`config.mk`:
```
export PLATFORM = sky130hd
export DESIGN_NAME = sfb_flash_core
export DESIGN_NICKNAME = d
export VERILOG_FILES = /design/src/core/sfb_pkg.sv /design/src/core/sfb_pb_if.sv /design/src/core/sfb_sync.sv /design/src/core/sfb_pagebuf.sv /design/src/core/sfb_flash_core.sv
export VERILOG_INCLUDE_DIRS = /design/src /design/src/core
export SDC_FILE = /design/constraint.sdc
export NUM_CORES = 2
export LEC_CHECK = 0
export ABC_AREA = 0
export BUFFER_PORTS_ARGS = -buffer_cell sky130_fd_sc_hd__buf_2
export CAP_MARGIN = 20
export CORE_MARGIN = 2
export CORE_UTILIZATION = 55
export DETAILED_ROUTE_END_ITERATION = 8
export GPL_TIMING_DRIVEN = 1
export PLACE_DENSITY = 0.77
export REMOVE_ABC_BUFFERS = 1
export SLEW_MARGIN = 25
export SYNTH_ARGS = -nofsm -noshare
export SYNTH_HDL_FRONTEND = slang
export SYNTH_HIERARCHICAL = 1
export SYNTH_SLANG_ARGS = --single-unit
```
`constraint.sdc`:
```
create_clock -name CLK_SYS -period 7.4 [get_ports CLK_SYS]
set_input_delay 1.11 -clock CLK_SYS [delete_from_list [all_inputs] [get_ports CLK_SYS]]
set_output_delay 1.11 -clock CLK_SYS [all_outputs]
set_load 0.05 [all_outputs]
```
`src/core/sfb_cfg.svh`:
```
// constants of the serial flash front end: status fields, frame lengths, times
// assumes a 250 MHz system clock; included by its bare name
`ifndef SFB_CFG_SVH
`define SFB_CFG_SVH

// ************************************************************
// clock and internal cycle times
// ************************************************************
`define SFB_CLK_PERIOD_NS 4
`define SFB_CYC_PER_US    (1000 / `SFB_CLK_PERIOD_NS)
`define SFB_T_W_US        15
`define SFB_T_PP_US       800
`define SFB_T_SSE_US      70000
`define SFB_T_SE_US       700000
`define SFB_T_BE_US       8000000

// ************************************************************
// status register layout
// ************************************************************
`define SFB_SR_WIP        0
`define SFB_SR_WEL        1
`define SFB_SR_GUARD_LO   2
`define SFB_SR_GUARD_HI   4
`define SFB_SR_CFG_LO     2
`define SFB_SR_CFG_HI     7
`define SFB_SR_RESET      8'h00

// ************************************************************
// frame lengths in clock pulses
// ************************************************************
`define SFB_CMD_BITS      16'h0008
`define SFB_WRSR_BITS     16'h0010
`define SFB_HDR_BITS      16'h0020
`define SFB_PP_MIN_BITS   16'h0028
`define SFB_DP_MIN_BITS   16'h0024
`define SFB_BITCNT_MAX    16'hFFFF
`define SFB_PIN_RESET     6'h3C

`endif

```
`src/core/sfb_pkg.sv`:
```
// types shared by the serial flash front end
// assumes nothing beyond a SystemVerilog compiler
package sfb_pkg;

	typedef logic [7:0] sfb_byte_t;

	typedef enum logic [7:0] {
		OP_WREN  = 8'h06,
		OP_WRDI  = 8'h04,
		OP_RDSR  = 8'h05,
		OP_WRSR  = 8'h01,
		OP_PP    = 8'h02,
		OP_DP    = 8'hA2,
		OP_SSE   = 8'h20,
		OP_SE    = 8'hD8,
		OP_BE    = 8'hC7
	} sfb_op_e;

	typedef enum logic [1:0] {
		ER_SUB = 2'h0,
		ER_SEC = 2'h1,
		ER_ALL = 2'h2
	} sfb_erase_e;

	typedef enum logic [2:0] {
		ST_IDLE = 3'h0,
		ST_SCAN = 3'h1,
		ST_RDW  = 3'h2,
		ST_MRG  = 3'h3,
		ST_WAIT = 3'h4
	} sfb_state_e;

endpackage

```
`src/core/sfb_pb_if.sv`:
```
// page buffer link between the command core and its byte store
// assumes both ends run on the system clock
interface sfb_pb_if;
	logic       clr;
	logic       wr_en;
	logic [7:0] wr_idx;
	logic [7:0] wr_data;
	logic [7:0] rd_idx;
	logic [7:0] rd_data;
	logic       rd_valid;

	modport core  (output clr, output wr_en, output wr_idx, output wr_data,
		output rd_idx, input rd_data, input rd_valid);
	modport store (input clr, input wr_en, input wr_idx, input wr_data,
		input rd_idx, output rd_data, output rd_valid);
endinterface

```
`src/core/sfb_sync.sv`:
```
// two-stage synchroniser for the serial pins
// assumes the pins are asynchronous to clk; no reset value, RST_VAL and rst are unused
module sfb_sync #(
	parameter logic [5:0] RST_VAL = 6'h00
) (
	input  wire logic       clk,
	input  wire logic       rst,
	input  wire logic [5:0] d,
	output logic      [5:0] q
);
	logic [5:0] meta_r;

	// first stage feeds only the second stage; pins keep flowing through reset,
	// so a forced reset level cannot fake a select or clock edge at release
	always_ff @(posedge clk) begin
		meta_r <= d;
		q      <= meta_r;
	end
endmodule

```
`src/core/sfb_pagebuf.sv`:
```
// 256-byte page buffer with one valid flag per byte
// assumes clr and wr_en are never high in the same cycle
module sfb_pagebuf (
	input wire logic clk,
	input wire logic rst,
	sfb_pb_if.store  pb
);
	logic [7:0]   mem_r [256];
	logic [255:0] valid_r;

	// later bytes at the same index overwrite earlier ones: data wraps in the page
	always_ff @(posedge clk) begin
		if (pb.wr_en) begin
			mem_r[pb.wr_idx] <= pb.wr_data;
		end
	end

	always_ff @(posedge clk) begin
		if (rst || pb.clr) begin
			valid_r <= '0;
		end else if (pb.wr_en) begin
			valid_r[pb.wr_idx] <= 1'b1;
		end
	end

	assign pb.rd_data  = mem_r[pb.rd_idx];
	assign pb.rd_valid = valid_r[pb.rd_idx];
endmodule

```
`src/core/sfb_flash_core.sv`:
```
// serial flash front end: pin sampling, command decode, write operations
// assumes the serial clock is far slower than CLK_SYS and a byte-wide array
// port that answers a read strobe with data in the following cycle
//
// The register addresses and the plain strobed port were left to the implementer.
`include "sfb_cfg.svh"

// Contract
// - sample command, address and data from the primary line on clock rise.
// - change the output line only after a serial clock fall.
// - select high means deselected and output line floating.
// - deselect gives standby; running internal cycles continue; select low activates.
// - no command before the first select fall after power-up.
// - pause floats the output and ignores clock and input line.
// - pause starts only while selected.
// - write-protect low freezes the area guard bits.
// - both clock-idle-low and clock-idle-high modes work with same edges.
// - page write programs up to 256 bytes in one page, ones to zeros.
// - dual program takes up to 256 bytes on two lines, ones to zeros.
// - subsector, sector and full erase leave region at FFh.
// - erase needs a preceding write enable.
// - in-progress flag set during internal cycles, cleared at end.
// - dual program samples the output line as second input on rise.
// - data-modifying commands need the modify-permit latch set.
// - modifying commands rejected unless clock pulses are whole bytes.
module sfb_flash_core #(
	parameter int unsigned PP_CYC  = `SFB_T_PP_US * `SFB_CYC_PER_US,
	parameter int unsigned SSE_CYC = `SFB_T_SSE_US * `SFB_CYC_PER_US,
	parameter int unsigned SE_CYC  = `SFB_T_SE_US * `SFB_CYC_PER_US,
	parameter int unsigned BE_CYC  = `SFB_T_BE_US * `SFB_CYC_PER_US
) (
	input  wire logic         CLK_SYS,
	input  wire logic         RST,
	input  wire logic         SCK,
	input  wire logic         CS_N,
	input  wire logic         HOLD_N,
	input  wire logic         WP_N,
	input  wire logic         DQ0_I,
	output logic              DQ0_O,
	output logic              DQ0_OE,
	input  wire logic         DQ1_I,
	output logic              DQ1_O,
	output logic              DQ1_OE,
	output logic              ACTIVE_PWR,
	output logic              MEM_RD_STB,
	output logic              MEM_WR_STB,
	output logic              MEM_ERASE_STB,
	output sfb_pkg::sfb_erase_e MEM_ERASE_KIND,
	output logic [19:0]       MEM_ADDR,
	output logic [7:0]        MEM_WDATA,
	input  wire logic [7:0]   MEM_RDATA
);
	import sfb_pkg::*;

	localparam int unsigned W_CYC = `SFB_T_W_US * `SFB_CYC_PER_US;

	// ************************************************************
	// pin sampling
	// ************************************************************
	logic [5:0] pins_s;
	sfb_sync #(.RST_VAL(`SFB_PIN_RESET)) u_sync (
		.clk (CLK_SYS),
		.rst (RST),
		.d   ({HOLD_N, WP_N, CS_N, SCK, DQ1_I, DQ0_I}),
		.q   (pins_s)
	);

	sfb_pb_if pb ();
	sfb_pagebuf u_pagebuf (
		.clk (CLK_SYS),
		.rst (RST),
		.pb  (pb)
	);

	function automatic logic [7:0] data_index(input logic [15:0] cnt, input logic dual);
		logic [15:0] d;
		d = cnt - `SFB_HDR_BITS;
		return dual ? d[9:2] : d[10:3];
	endfunction

	wire dq0_s    = pins_s[0];
	wire dq1_s    = pins_s[1];
	wire sck_s    = pins_s[2];
	wire cs_n_s   = pins_s[3];
	wire wp_n_s   = pins_s[4];
	wire hold_n_s = pins_s[5];

	logic        sck_d_r;
	logic        cs_n_d_r;
	logic        armed_r;
	logic        hold_r;
	logic        shown_r;
	logic [15:0] bitcnt_r;
	logic [7:0]  shift_r;
	logic [7:0]  cmd_r;
	logic [23:0] addr_r;
	logic [7:0]  sr_r;
	sfb_state_e  state_r;
	logic [7:0]  idx_r;
	logic [11:0] page_r;
	logic [31:0] cnt_r;

	// ************************************************************
	// frame decode
	// ************************************************************
	wire sel      = !cs_n_s;
	wire cs_fall  = cs_n_d_r && !cs_n_s;
	wire cs_rise  = !cs_n_d_r && cs_n_s;
	wire hold_now = sel && !hold_n_s;
	wire float_o  = !sel || hold_now;
	wire live     = sel && armed_r && !hold_r;
	// edges are found on the sampled clock, so the idle level does not matter
	wire sck_rise = live && sck_s && !sck_d_r;
	wire sck_fall = live && !sck_s && sck_d_r;
	wire internal_cycle_active      = sr_r[`SFB_SR_WIP];
	wire modify_permit_latch      = sr_r[`SFB_SR_WEL];
	wire write_ok = modify_permit_latch && !internal_cycle_active;
	wire [2:0] guard = sr_r[`SFB_SR_GUARD_HI:`SFB_SR_GUARD_LO];
	wire dual     = (cmd_r == OP_DP) && (bitcnt_r >= `SFB_HDR_BITS);
	wire [7:0] byte_nxt = dual ? {shift_r[5:0], dq1_s, dq0_s}
		: {shift_r[6:0], dq0_s};
	wire byte_done = sck_rise && (dual ? (bitcnt_r[1:0] == 2'h3)
		: (bitcnt_r[2:0] == 3'h7));
	wire [12:0] byte_no = bitcnt_r[15:3];
	wire is_data  = (bitcnt_r >= `SFB_HDR_BITS)
		&& ((cmd_r == OP_PP) || (cmd_r == OP_DP));
	wire rdsr_out = (cmd_r == OP_RDSR) && (bitcnt_r >= `SFB_CMD_BITS);

	// ************************************************************
	// commit at end of frame
	// ************************************************************
	wire frame    = cs_rise && armed_r;
	wire whole8   = bitcnt_r[2:0] == 3'h0;
	wire c_wren   = frame && (cmd_r == OP_WREN) && (bitcnt_r == `SFB_CMD_BITS) && !internal_cycle_active;
	wire c_wrdi   = frame && (cmd_r == OP_WRDI) && (bitcnt_r == `SFB_CMD_BITS) && !internal_cycle_active;
	wire c_wrsr   = frame && (cmd_r == OP_WRSR) && (bitcnt_r == `SFB_WRSR_BITS) && write_ok;
	wire c_pp     = frame && (cmd_r == OP_PP) && (bitcnt_r >= `SFB_PP_MIN_BITS)
		&& whole8 && write_ok;
	wire c_dp     = frame && (cmd_r == OP_DP) && (bitcnt_r >= `SFB_DP_MIN_BITS)
		&& (bitcnt_r[1:0] == 2'h0) && write_ok;
	wire c_sse    = frame && (cmd_r == OP_SSE) && (bitcnt_r == `SFB_HDR_BITS) && write_ok;
	wire c_se     = frame && (cmd_r == OP_SE) && (bitcnt_r == `SFB_HDR_BITS) && write_ok;
	// full erase only while no area is guarded
	wire c_be     = frame && (cmd_r == OP_BE) && (bitcnt_r == `SFB_CMD_BITS)
		&& write_ok && (guard == 3'h0);
	wire c_prog   = c_pp || c_dp;
	wire c_erase  = c_sse || c_se || c_be;
	wire c_start  = c_wrsr || c_prog || c_erase;
	wire done     = (state_r == ST_WAIT) && (cnt_r == 32'h0000_0000);

	// ************************************************************
	// serial capture
	// ************************************************************
	always_ff @(posedge CLK_SYS) begin
		if (RST) begin
			// track the pins in reset: no false edge after release
			sck_d_r  <= sck_s;
			cs_n_d_r <= cs_n_s;
			armed_r  <= 1'b0;
			hold_r   <= 1'b0;
		end else begin
			sck_d_r  <= sck_s;
			cs_n_d_r <= cs_n_s;
			hold_r   <= hold_now;
			if (cs_fall) begin
				armed_r <= 1'b1;
			end
		end
	end

	always_ff @(posedge CLK_SYS) begin
		if (RST) begin
			bitcnt_r <= 16'h0000;
			shift_r  <= 8'h00;
			cmd_r    <= 8'h00;
			addr_r   <= 24'h00_0000;
		end else begin
			if (cs_fall) begin
				bitcnt_r <= 16'h0000;
			end else if (sck_rise && (bitcnt_r != `SFB_BITCNT_MAX)) begin
				bitcnt_r <= bitcnt_r + 16'h0001;
			end
			if (sck_rise) begin
				shift_r <= byte_nxt;
			end
			if (byte_done && (byte_no == 13'h0000)) begin
				cmd_r <= byte_nxt;
			end else if (byte_done && !is_data && (byte_no < 13'h0004)) begin
				addr_r <= {addr_r[15:0], byte_nxt};
			end
		end
	end

	// page data lands at column + count, modulo the page
	assign pb.clr     = cs_fall && !internal_cycle_active;
	assign pb.wr_en   = byte_done && is_data && write_ok;
	assign pb.wr_idx  = addr_r[7:0] + data_index(bitcnt_r, dual);
	assign pb.wr_data = byte_nxt;
	assign pb.rd_idx  = idx_r;

	// ************************************************************
	// serial output
	// ************************************************************
	always_ff @(posedge CLK_SYS) begin
		if (RST) begin
			shown_r <= 1'b0;
			DQ1_O   <= 1'b0;
			DQ1_OE  <= 1'b0;
			DQ0_O   <= 1'b0;
			DQ0_OE  <= 1'b0;
		end else begin
			if (cs_fall) begin
				shown_r <= 1'b0;
			end else if (sck_fall && rdsr_out) begin
				shown_r <= 1'b1;
				DQ1_O   <= sr_r[3'h7 - bitcnt_r[2:0]];
			end
			// status stays live, so repeated bytes show the flag as it falls
			DQ1_OE <= !float_o && (shown_r || (sck_fall && rdsr_out));
		end
	end

	// ************************************************************
	// status register
	// ************************************************************
	always_ff @(posedge CLK_SYS) begin
		if (RST) begin
			sr_r <= `SFB_SR_RESET;
		end else begin
			if (c_wren) begin
				sr_r[`SFB_SR_WEL] <= 1'b1;
			end else if (c_wrdi || done) begin
				sr_r[`SFB_SR_WEL] <= 1'b0;
			end
			if (c_start) begin
				sr_r[`SFB_SR_WIP] <= 1'b1;
			end else if (done) begin
				sr_r[`SFB_SR_WIP] <= 1'b0;
			end
			if (c_wrsr && wp_n_s) begin
				sr_r[`SFB_SR_CFG_HI:`SFB_SR_CFG_LO] <=
					shift_r[`SFB_SR_CFG_HI:`SFB_SR_CFG_LO];
			end
		end
	end

	// ************************************************************
	// internal cycle sequencer
	// ************************************************************
	// runs on regardless of select, so deselect only drops to standby after it
	always_ff @(posedge CLK_SYS) begin
		if (RST) begin
			state_r        <= ST_IDLE;
			idx_r          <= 8'h00;
			page_r         <= 12'h000;
			cnt_r          <= 32'h0000_0000;
			MEM_RD_STB     <= 1'b0;
			MEM_WR_STB     <= 1'b0;
			MEM_ERASE_STB  <= 1'b0;
			MEM_ERASE_KIND <= ER_SUB;
			MEM_ADDR       <= 20'h0_0000;
			MEM_WDATA      <= 8'hFF;
			ACTIVE_PWR     <= 1'b0;
		end else begin
			MEM_RD_STB    <= 1'b0;
			MEM_WR_STB    <= 1'b0;
			MEM_ERASE_STB <= 1'b0;
			ACTIVE_PWR    <= sel || internal_cycle_active;
			case (state_r)
				ST_IDLE: begin
					if (c_prog) begin
						idx_r   <= 8'h00;
						page_r  <= addr_r[19:8];
						state_r <= ST_SCAN;
					end else if (c_erase) begin
						MEM_ERASE_STB  <= 1'b1;
						MEM_ERASE_KIND <= c_be ? ER_ALL : (c_se ? ER_SEC : ER_SUB);
						MEM_ADDR       <= addr_r[19:0];
						cnt_r   <= c_be ? BE_CYC : (c_se ? SE_CYC : SSE_CYC);
						state_r <= ST_WAIT;
					end else if (c_wrsr) begin
						cnt_r   <= W_CYC;
						state_r <= ST_WAIT;
					end
				end
				ST_SCAN: begin
					if (pb.rd_valid) begin
						MEM_RD_STB <= 1'b1;
						MEM_ADDR   <= {page_r, idx_r};
						state_r    <= ST_RDW;
					end else if (idx_r == 8'hFF) begin
						cnt_r   <= PP_CYC;
						state_r <= ST_WAIT;
					end else begin
						idx_r <= idx_r + 8'h01;
					end
				end
				ST_RDW: begin
					state_r <= ST_MRG;
				end
				ST_MRG: begin
					// and-merge: a program can only take ones to zeros
					MEM_WR_STB <= 1'b1;
					MEM_WDATA  <= MEM_RDATA & pb.rd_data;
					if (idx_r == 8'hFF) begin
						cnt_r   <= PP_CYC;
						state_r <= ST_WAIT;
					end else begin
						idx_r   <= idx_r + 8'h01;
						state_r <= ST_SCAN;
					end
				end
				ST_WAIT: begin
					if (cnt_r == 32'h0000_0000) begin
						state_r <= ST_IDLE;
					end else begin
						cnt_r <= cnt_r - 32'h0000_0001;
					end
				end
				default: begin
					state_r <= ST_IDLE;
				end
			endcase
		end
	end
endmodule

```
==> After elaboration in Yosys (flattened, before gate mapping) <==
Memories as Yosys holds them, arrays and structs flattened. A register that Yosys moved wholly into a read port is not among the register bits.
Index checks and enable logic that the tools add are counted.
Widths: inputs -> output; s select.
{ "totals": {"regBits": 424, "ramBits": 2048, "output_inout_bits": 38, "elab_cells": 224, "mem_count": 1} }
{ "mem_list": {"columns": ["memory", "depth", "width", "read_ports", "rd_ports_with_merged_regs", "wr", "line_no", "text"], "rows": [
  ["u_pagebuf.mem_r", 256, 8, 1, 1, 1, "sfb_pagebuf.sv:8", "logic [7:0] mem_r [256];"]
]} }
{ "classes": {"add_sub_neg": 6, "order_cmp": 9, "eq_ne": 30, "n_mux": 47, "n_bitwise": 7, "n_reduce_logical": 96} }
{ "ops": {"columns": ["op", "n"], "rows": [
  ["$or 256x256->256", 1],
  ["$mux 32", 6],
  ["$pmux 32 s4", 1],
  ["$mux 20", 3],
  ["$mux 8", 7],
  ["$logic_and 1x1->1", 54],
  ["$ge 16x6->1 const B", 3],
  ["$pmux 20 s2", 1],
  ["$eq 8x8->1 const B", 4],
  ["$logic_not 32->1", 1],
  ["$sub 32x1->32 const B", 1],
  ["$mux 31", 1],
  ["$mux 28", 1],
  ["$eq 8x3->1 const B", 3],
  ["$pmux 8 s3", 1],
  ["$mux 3", 7],
  ["$lt 8x9->1 const B", 2],
  ["$add 16x1->16 const B", 1],
  ["$eq 16x4->1 const B", 1],
  ["$eq 16x5->1 const B", 1],
  ["$eq 16x6->1 const B", 1],
  ["$ge 16x4->1 const B", 1],
  ["$ne 16x16->1 const B", 1],
  ["$pmux 3 s5", 1],
  ["other kinds (39)", 91]
]} }

==> Longest topological paths before layout <==
{ "depth": {"word_depth": 12, "mapped_depth": 22, "ltp_nobuf": 18} }

==> Hierarchy <==
The synthesis kept the hierarchy.
{ "by_module_without_submodules": {"columns": ["module", "n_inst", "cells_per_inst", "area_each_um2"], "rows": [
  ["sfb_pagebuf", 1, 4698, 88900.3],
  ["sfb_flash_core", 1, 950, 8296.7],
  ["sfb_sync", 1, 12, 240.2]
]} }

==> Worst setup path before layout <==
OpenSTA, ideal clock, no wires.
{ "synth_timing": {"path_kind": "reg-to-reg", "start": "reg bitcnt_r[9]", "end": "mem u_pagebuf.mem_r[0][1] (data pin)", "setup_time_ns": 0.772, "arrival_time_ns": 4.622, "required_ns": 6.628, "slack_ns": 2.005, "stages_incl_launch_ff": 8, "path_buffers": 2, "period_less_slack_ns": 5.395, "cell_sequence": "dfxtp_1 clkbuf_1 nor3_1 nand3_1 o21ai_2 buf_2 mux2i_1 inv_1"} }
{ "synth_between": {"elab_chain_cells": 3} }
{ "synth_lines": {"columns": ["element", "line_no", "text"], "rows": [
  ["start, declared", "sfb_flash_core.sv:93", "logic [15:0] bitcnt_r;"],
  ["start signal, assigned", "sfb_flash_core.sv:181", "bitcnt_r <= bitcnt_r + 16'h0001;"],
  ["$ge 16x6->1 (no line)", null, null],
  ["$logic_and 1x1->1", "sfb_flash_core.sv:119", "wire dual = (cmd_r == OP_DP) && (bitcnt_r >= `SFB_HDR_BITS);"],
  ["$mux 8", "sfb_flash_core.sv:120", "wire [7:0] byte_nxt = dual ? {shift_r[5:0], dq1_s, dq0_s}"],
  ["net byte_nxt[1]", "sfb_flash_core.sv:120", null],
  ["end, declared", "sfb_pagebuf.sv:8", null]
]} }
The timed path passes the listed nets, and every way through them passes these cells.

==> Worst setup path in the final report <==
{ "layout_timing": {"start": "reg bitcnt_r[9]", "end": "mem u_pagebuf.mem_r[250][5], enable pin"} }
{ "layout_between": {"word_cells_on_any_way": 12, "classes_between": "2 x add/sub; 1 x order compare; 4 x mux; 5 x reduce/logical"} }
{ "layout_rtl": {"columns": ["element", "line_no", "text"], "rows": [
  ["$ge 16x6->1 (no line)", null, null],
  ["$logic_and 1x1->1", "sfb_flash_core.sv:119", null],
  ["$mux 8", "sfb_flash_core.sv:78", "return dual ? d[9:2] : d[10:3];"],
  ["$add 8x8->8", "sfb_flash_core.sv:197", "assign pb.wr_idx = addr_r[7:0] + data_index(bitcnt_r, dual);"],
  ["net pb.wr_idx[3]", "sfb_pb_if.sv:6", "logic [7:0] wr_idx;"]
]} }
The timed path passes the listed nets, and every way through them passes these cells.

==> results.md <==
| Step | Parameter | Value |
|---|---|---|
| sta | RSZ-0062 raised after global routing | false |
| setup path | Critical path start-end classification | register to register |
| power and ir drop | Maximum vdd drop | 0.000260 V |
| synth | Mean area per synthesized cell | 17.2 um2 |
| setup path | CP delay by family, top | simple AND/OR/NAND/NOR gates |
| placed design | Total instance count after detailed placement | 7897 |
| clock network | Htree depth | 4 |
| sta | Worst slew margin relative to its limit | 18.5% |
| floorplanning | Full die area | 0.181 mm2 |
| placed design | DPL Wire Length | 147 mm |
| sta | Setup-failing EPs final | 0 |
| setup path | Critical path launch point type | register |
| sta | Clock period minus final worst setup slack | 6.27 ns |
| sta | Post-route worst setup slack | 1.13 ns |
| setup path | Slack of the worst reg-to-reg path | 1.13 ns |
| floorplanning | Vertical extent of the die | 425 um |
| drt | Number of vias in the routed layout | 55100 |
| drt | Number of remaining DRC errors | 0 |
| final layout | Fill cell total of the finished layout | 11900 |
| setup path | Critical path data required time | 7.87 ns |
| final layout | Post-Route Utilization | 61.5% |
| clock network | Post-CTS resize count | 0 |
| final layout | Area Overhead vs Synth | 11.1% |
| hold path | Classification of the worst-slack hold path | register to register |
| clock network | Clock input transition at the sequential cells of the worst setup and hold paths | 0.06 ns |
| floorplanning | IO Count | 54 |
| synth | Cell taking the most area after synthesis | sky130_fd_sc_hd__edfxtp_1 |
| drt | Avg Vias per Cell | 6.60 |
| global route | Global-route wire length before repair | 362 mm |
| outcome | Result of the run | completed |
| drt | DRT Wirelength | 246 mm |
| clock network | Clock buffers created by TritonCTS | 228 |
| synth | Largest cells by area after synthesis | sky130_fd_sc_hd__edfxtp_1, sky130_fd_sc_hd__mux4_2, sky130_fd_sc_hd__dfxtp_1 |
| sta | Share of the cycle needed by the critical path after routing | 84.8% |
| power and ir drop | Leak pwr | 0.0340 uW |
| sta | Clock Skew | 0.0889 ns |
| sta | Fmax achieved | 159 MHz |
| global route | Number of global-route vias before repair | 53700 |
| synth | Distinct cell type count of the synthesized netlist | 101 |
| setup path | Top fanout value on the critical path | 21 |
| synth | Post-synthesis sequential area ratio | 71.8% |
| floorplanning | Effective utilization at floorplan | 55.3% |
| floorplanning | Die boundary width | 425 um |
| floorplanning | Core area | 0.176 mm2 |
| clock network | Root cell of the clock tree | sky130_fd_sc_hd__clkbuf_16 |
| drt | First-pass iteration count of the detailed router | 6 |
| flow run | Max-Cap Viols | 0 |
| sta | Transition time at the pin with the least slew margin | 1.22 ns |
| synth | Area share of the largest cell type after synthesis | 63.1% |
| final layout | Fraction of final layout cells sized beyond drive strength 1 | 20.1% |
| final layout | Most frequent cells in the layout | sky130_fd_sc_hd__edfxtp_1, sky130_fd_sc_hd__nor2_1, sky130_fd_sc_hd__mux4_2 |
| synth | Number of standard cells after synthesis | 5660 |
| synth | Synth Flop Type | sky130_fd_sc_hd__edfxtp_1 |
| final layout | Number of standard cells in the layout, taps in and fillers out | 8344 |
| setup path | Cell with the largest stage delay on the worst path | sky130_fd_sc_hd__nor3_1 |
| sta | Hold violation count in the final report | 0 |
| placed design | DP Worst Slack | 1.39 ns |
| synth | Count of flip-flops with a built-in enable after synthesis | 2048 |
| global route | Grt ovf | 0 |
| drt | Final ANT Viol Nets | 0 |
| setup path | Stage delay of the slowest cell on the critical path | 0.76 ns |
| placed design | Number of buffers inserted by port buffering | 51 |
| synth | FFs w/ async S/R, synth | 0% |
| synth | Synthesis warning total | 6 |
| clock network | # hold bufs at CTS | 0 |
| setup path | Logic depth of the worst setup path including buffers | 13 |
| floorplanning | Number of rows in the core area | 154 |
| synth | Netlist Area Pre-Place | 0.0974 mm2 |
| global route | Tot GR Track Use | 27.2% |
| clock network | Worst-Skew Late Latency | 0.89 ns |
| final layout | Most common cell after layout, fill and taps aside | sky130_fd_sc_hd__edfxtp_1 |
| setup path | Critical path buffers and inverters | 2 |
| drt | Average wire per cell in the routed design | 29.5 um |
| drt | Detailed Route Iter0 Violations | 8234 |
| sta | Max-slew violation count | 0 |
| power and ir drop | Areal power density over the cells | 251 mW/mm2 |
| global route | Pin count of the biggest net entering global routing | 187 |
| power and ir drop | Final Power | 27200 uW |
| global route | Initial antenna violation count | 2 |
| setup path | Number of cells traversed by the worst register-to-register path | 13 |
| clock network | Buffer count from post-CTS setup fixing | 0 |
| clock network | TritonCTS clock tree | built |
| clock network | Number of buffers on the longest clock path | 3 |
| synth | Number of flip-flops and latches in the synthesized netlist | 2472 |
| placed design | RePlAce Congestion | 0.953 |
| setup path | Signal arrival time at the worst endpoint | 6.75 ns |
| setup path | Kind of end point of the critical path | register |
| final layout | # nets final | 5822 |
| hold path | Cell count of the worst hold path | 0 |
| setup path | List of cells traversed by the critical path | nor3_1 -> nand3_1 -> o21ai_2 -> buf_4 -> a21oi_1 -> ha_1 -> nor2b_1 -> nor2_1 -> xnor2_1 -> nor2b_1 -> nand3_1 -> buf_4 -> nor2_1 |
| clock network | Clock Sink Count | 2472 |
## metal layers
layer | up-vias | wire [um] | track usage [%]
met4 | 4 | 9760 | 9.81
met5 | - | 29 | 0
met1 | 28200 | 91400 | 37.7
met3 | 536 | 28000 | 5.67
met2 | 3588 | 117000 | 43.0
li1 | 22800 | - | -
## final timing paths
path	from	end
max reg2reg	bitcnt_r[9]	u_pagebuf/mem_r[250][5]
min reg2reg	u_sync/meta_r[0]	u_sync/q[0]
max	bitcnt_r[9]	u_pagebuf/mem_r[250][5]
min	u_sync/meta_r[0]	u_sync/q[0]
## power by group
group          switching, uW  internal (uW)
clock                   5160           6910
combinational            139           17.5
sequential              10.8          14900
## worst reg2reg max path, delay by kind of cell, from the launching register on
kind / cells / cell delay, ns
buf+inv: 2 / 0.85
xor+xnor: 1 / 0.74
compound gates: 2 / 0.37
simple gates: 7 / 3.21
flops: 1 / 0.37
fa+ha+maj: 1 / 0.33
## through the flow
stage	TNS [ns]	instance area [um2]	hold WS (ns)
3_5_place_dp	0	100000	0.313
4_1_cts	0	108000	0.286
5_1_grt	0	108000	0.307
3_3_place_gp	0	100000	0.311
6_report	0	108000	0.327
2_1_floorplan	-1595.23	95300	0.310
## registers in the layout (all words and copies together), names as in the netlist, 2 cells and up
name / flops
u_sync/q: 6
cmd_r: 8
state_r: 3
MEM_ERASE_KIND: 2
bitcnt_r: 16
sr_r: 8
cnt_r: 32
MEM_ADDR: 20
MEM_WDATA: 8
u_pagebuf/valid_r: 256
page_r: 12
addr_r: 20
shift_r: 8
u_sync/meta_r: 6
idx_r: 8
u_pagebuf/mem_r: 2048
## cells by family (layout without fill, tap and decap cells)
kind of cell             count (synthesis)  count (layout)  share of synthesized area [%]
buffers and inverters                  385             720                           2.28
adder cells (fa/ha/maj)                 17              17                          0.226
AND/OR/NAND/NOR                       1280            1280                           5.86
multiplexers                           746             746                           14.1
XOR/XNOR                                25              25                          0.239
other                                    1              10                        0.00385
AO/OA/AOI/OAI                          734             734                           5.44
flip-flops                            2472            2472                           71.8
## cell usage after synthesis (17+ instances only)
master and count:
sky130_fd_sc_hd__edfxtp_1 2048, sky130_fd_sc_hd__nor2_1 844, sky130_fd_sc_hd__mux4_2 462, sky130_fd_sc_hd__dfxtp_1 424
sky130_fd_sc_hd__mux2i_1 233, sky130_fd_sc_hd__clkbuf_1 181, sky130_fd_sc_hd__a21oi_1 145, sky130_fd_sc_hd__a22oi_1 142
sky130_fd_sc_hd__nand2_1 108, sky130_fd_sc_hd__o22ai_1 69, sky130_fd_sc_hd__buf_2 64, sky130_fd_sc_hd__nand3_1 62
sky130_fd_sc_hd__o21ai_0 50, sky130_fd_sc_hd__o221ai_1 42, sky130_fd_sc_hd__a211oi_1 38, sky130_fd_sc_hd__nor3_1 37
sky130_fd_sc_hd__buf_4 35, sky130_fd_sc_hd__buf_6 33, sky130_fd_sc_hd__nor2b_1 33, sky130_fd_sc_hd__mux4_1 30
sky130_fd_sc_hd__a22o_1 29, sky130_fd_sc_hd__inv_1 29, sky130_fd_sc_hd__nor4_1 29, sky130_fd_sc_hd__o21ba_2 29
sky130_fd_sc_hd__o31ai_1 29, sky130_fd_sc_hd__nand4_1 28, sky130_fd_sc_hd__mux2_2 21, sky130_fd_sc_hd__o2bb2ai_1 21
sky130_fd_sc_hd__nand2b_1 18, sky130_fd_sc_hd__or2_2 18, sky130_fd_sc_hd__a221oi_1 17
## cell type report
cell class	count	area, um2	area share [%]
clock inverter	110	1400	1.29
timing repair buffer	252	1970	1.82
tap	2340	2930	2.70
multi-input combinational	2804	25300	23.4
antenna	8	20.0	0.0185
clock buffer	327	6450	5.96
inverter	31	179	0.165
sequential	2472	70000	64.6
(Power assumes the default switching activity.)
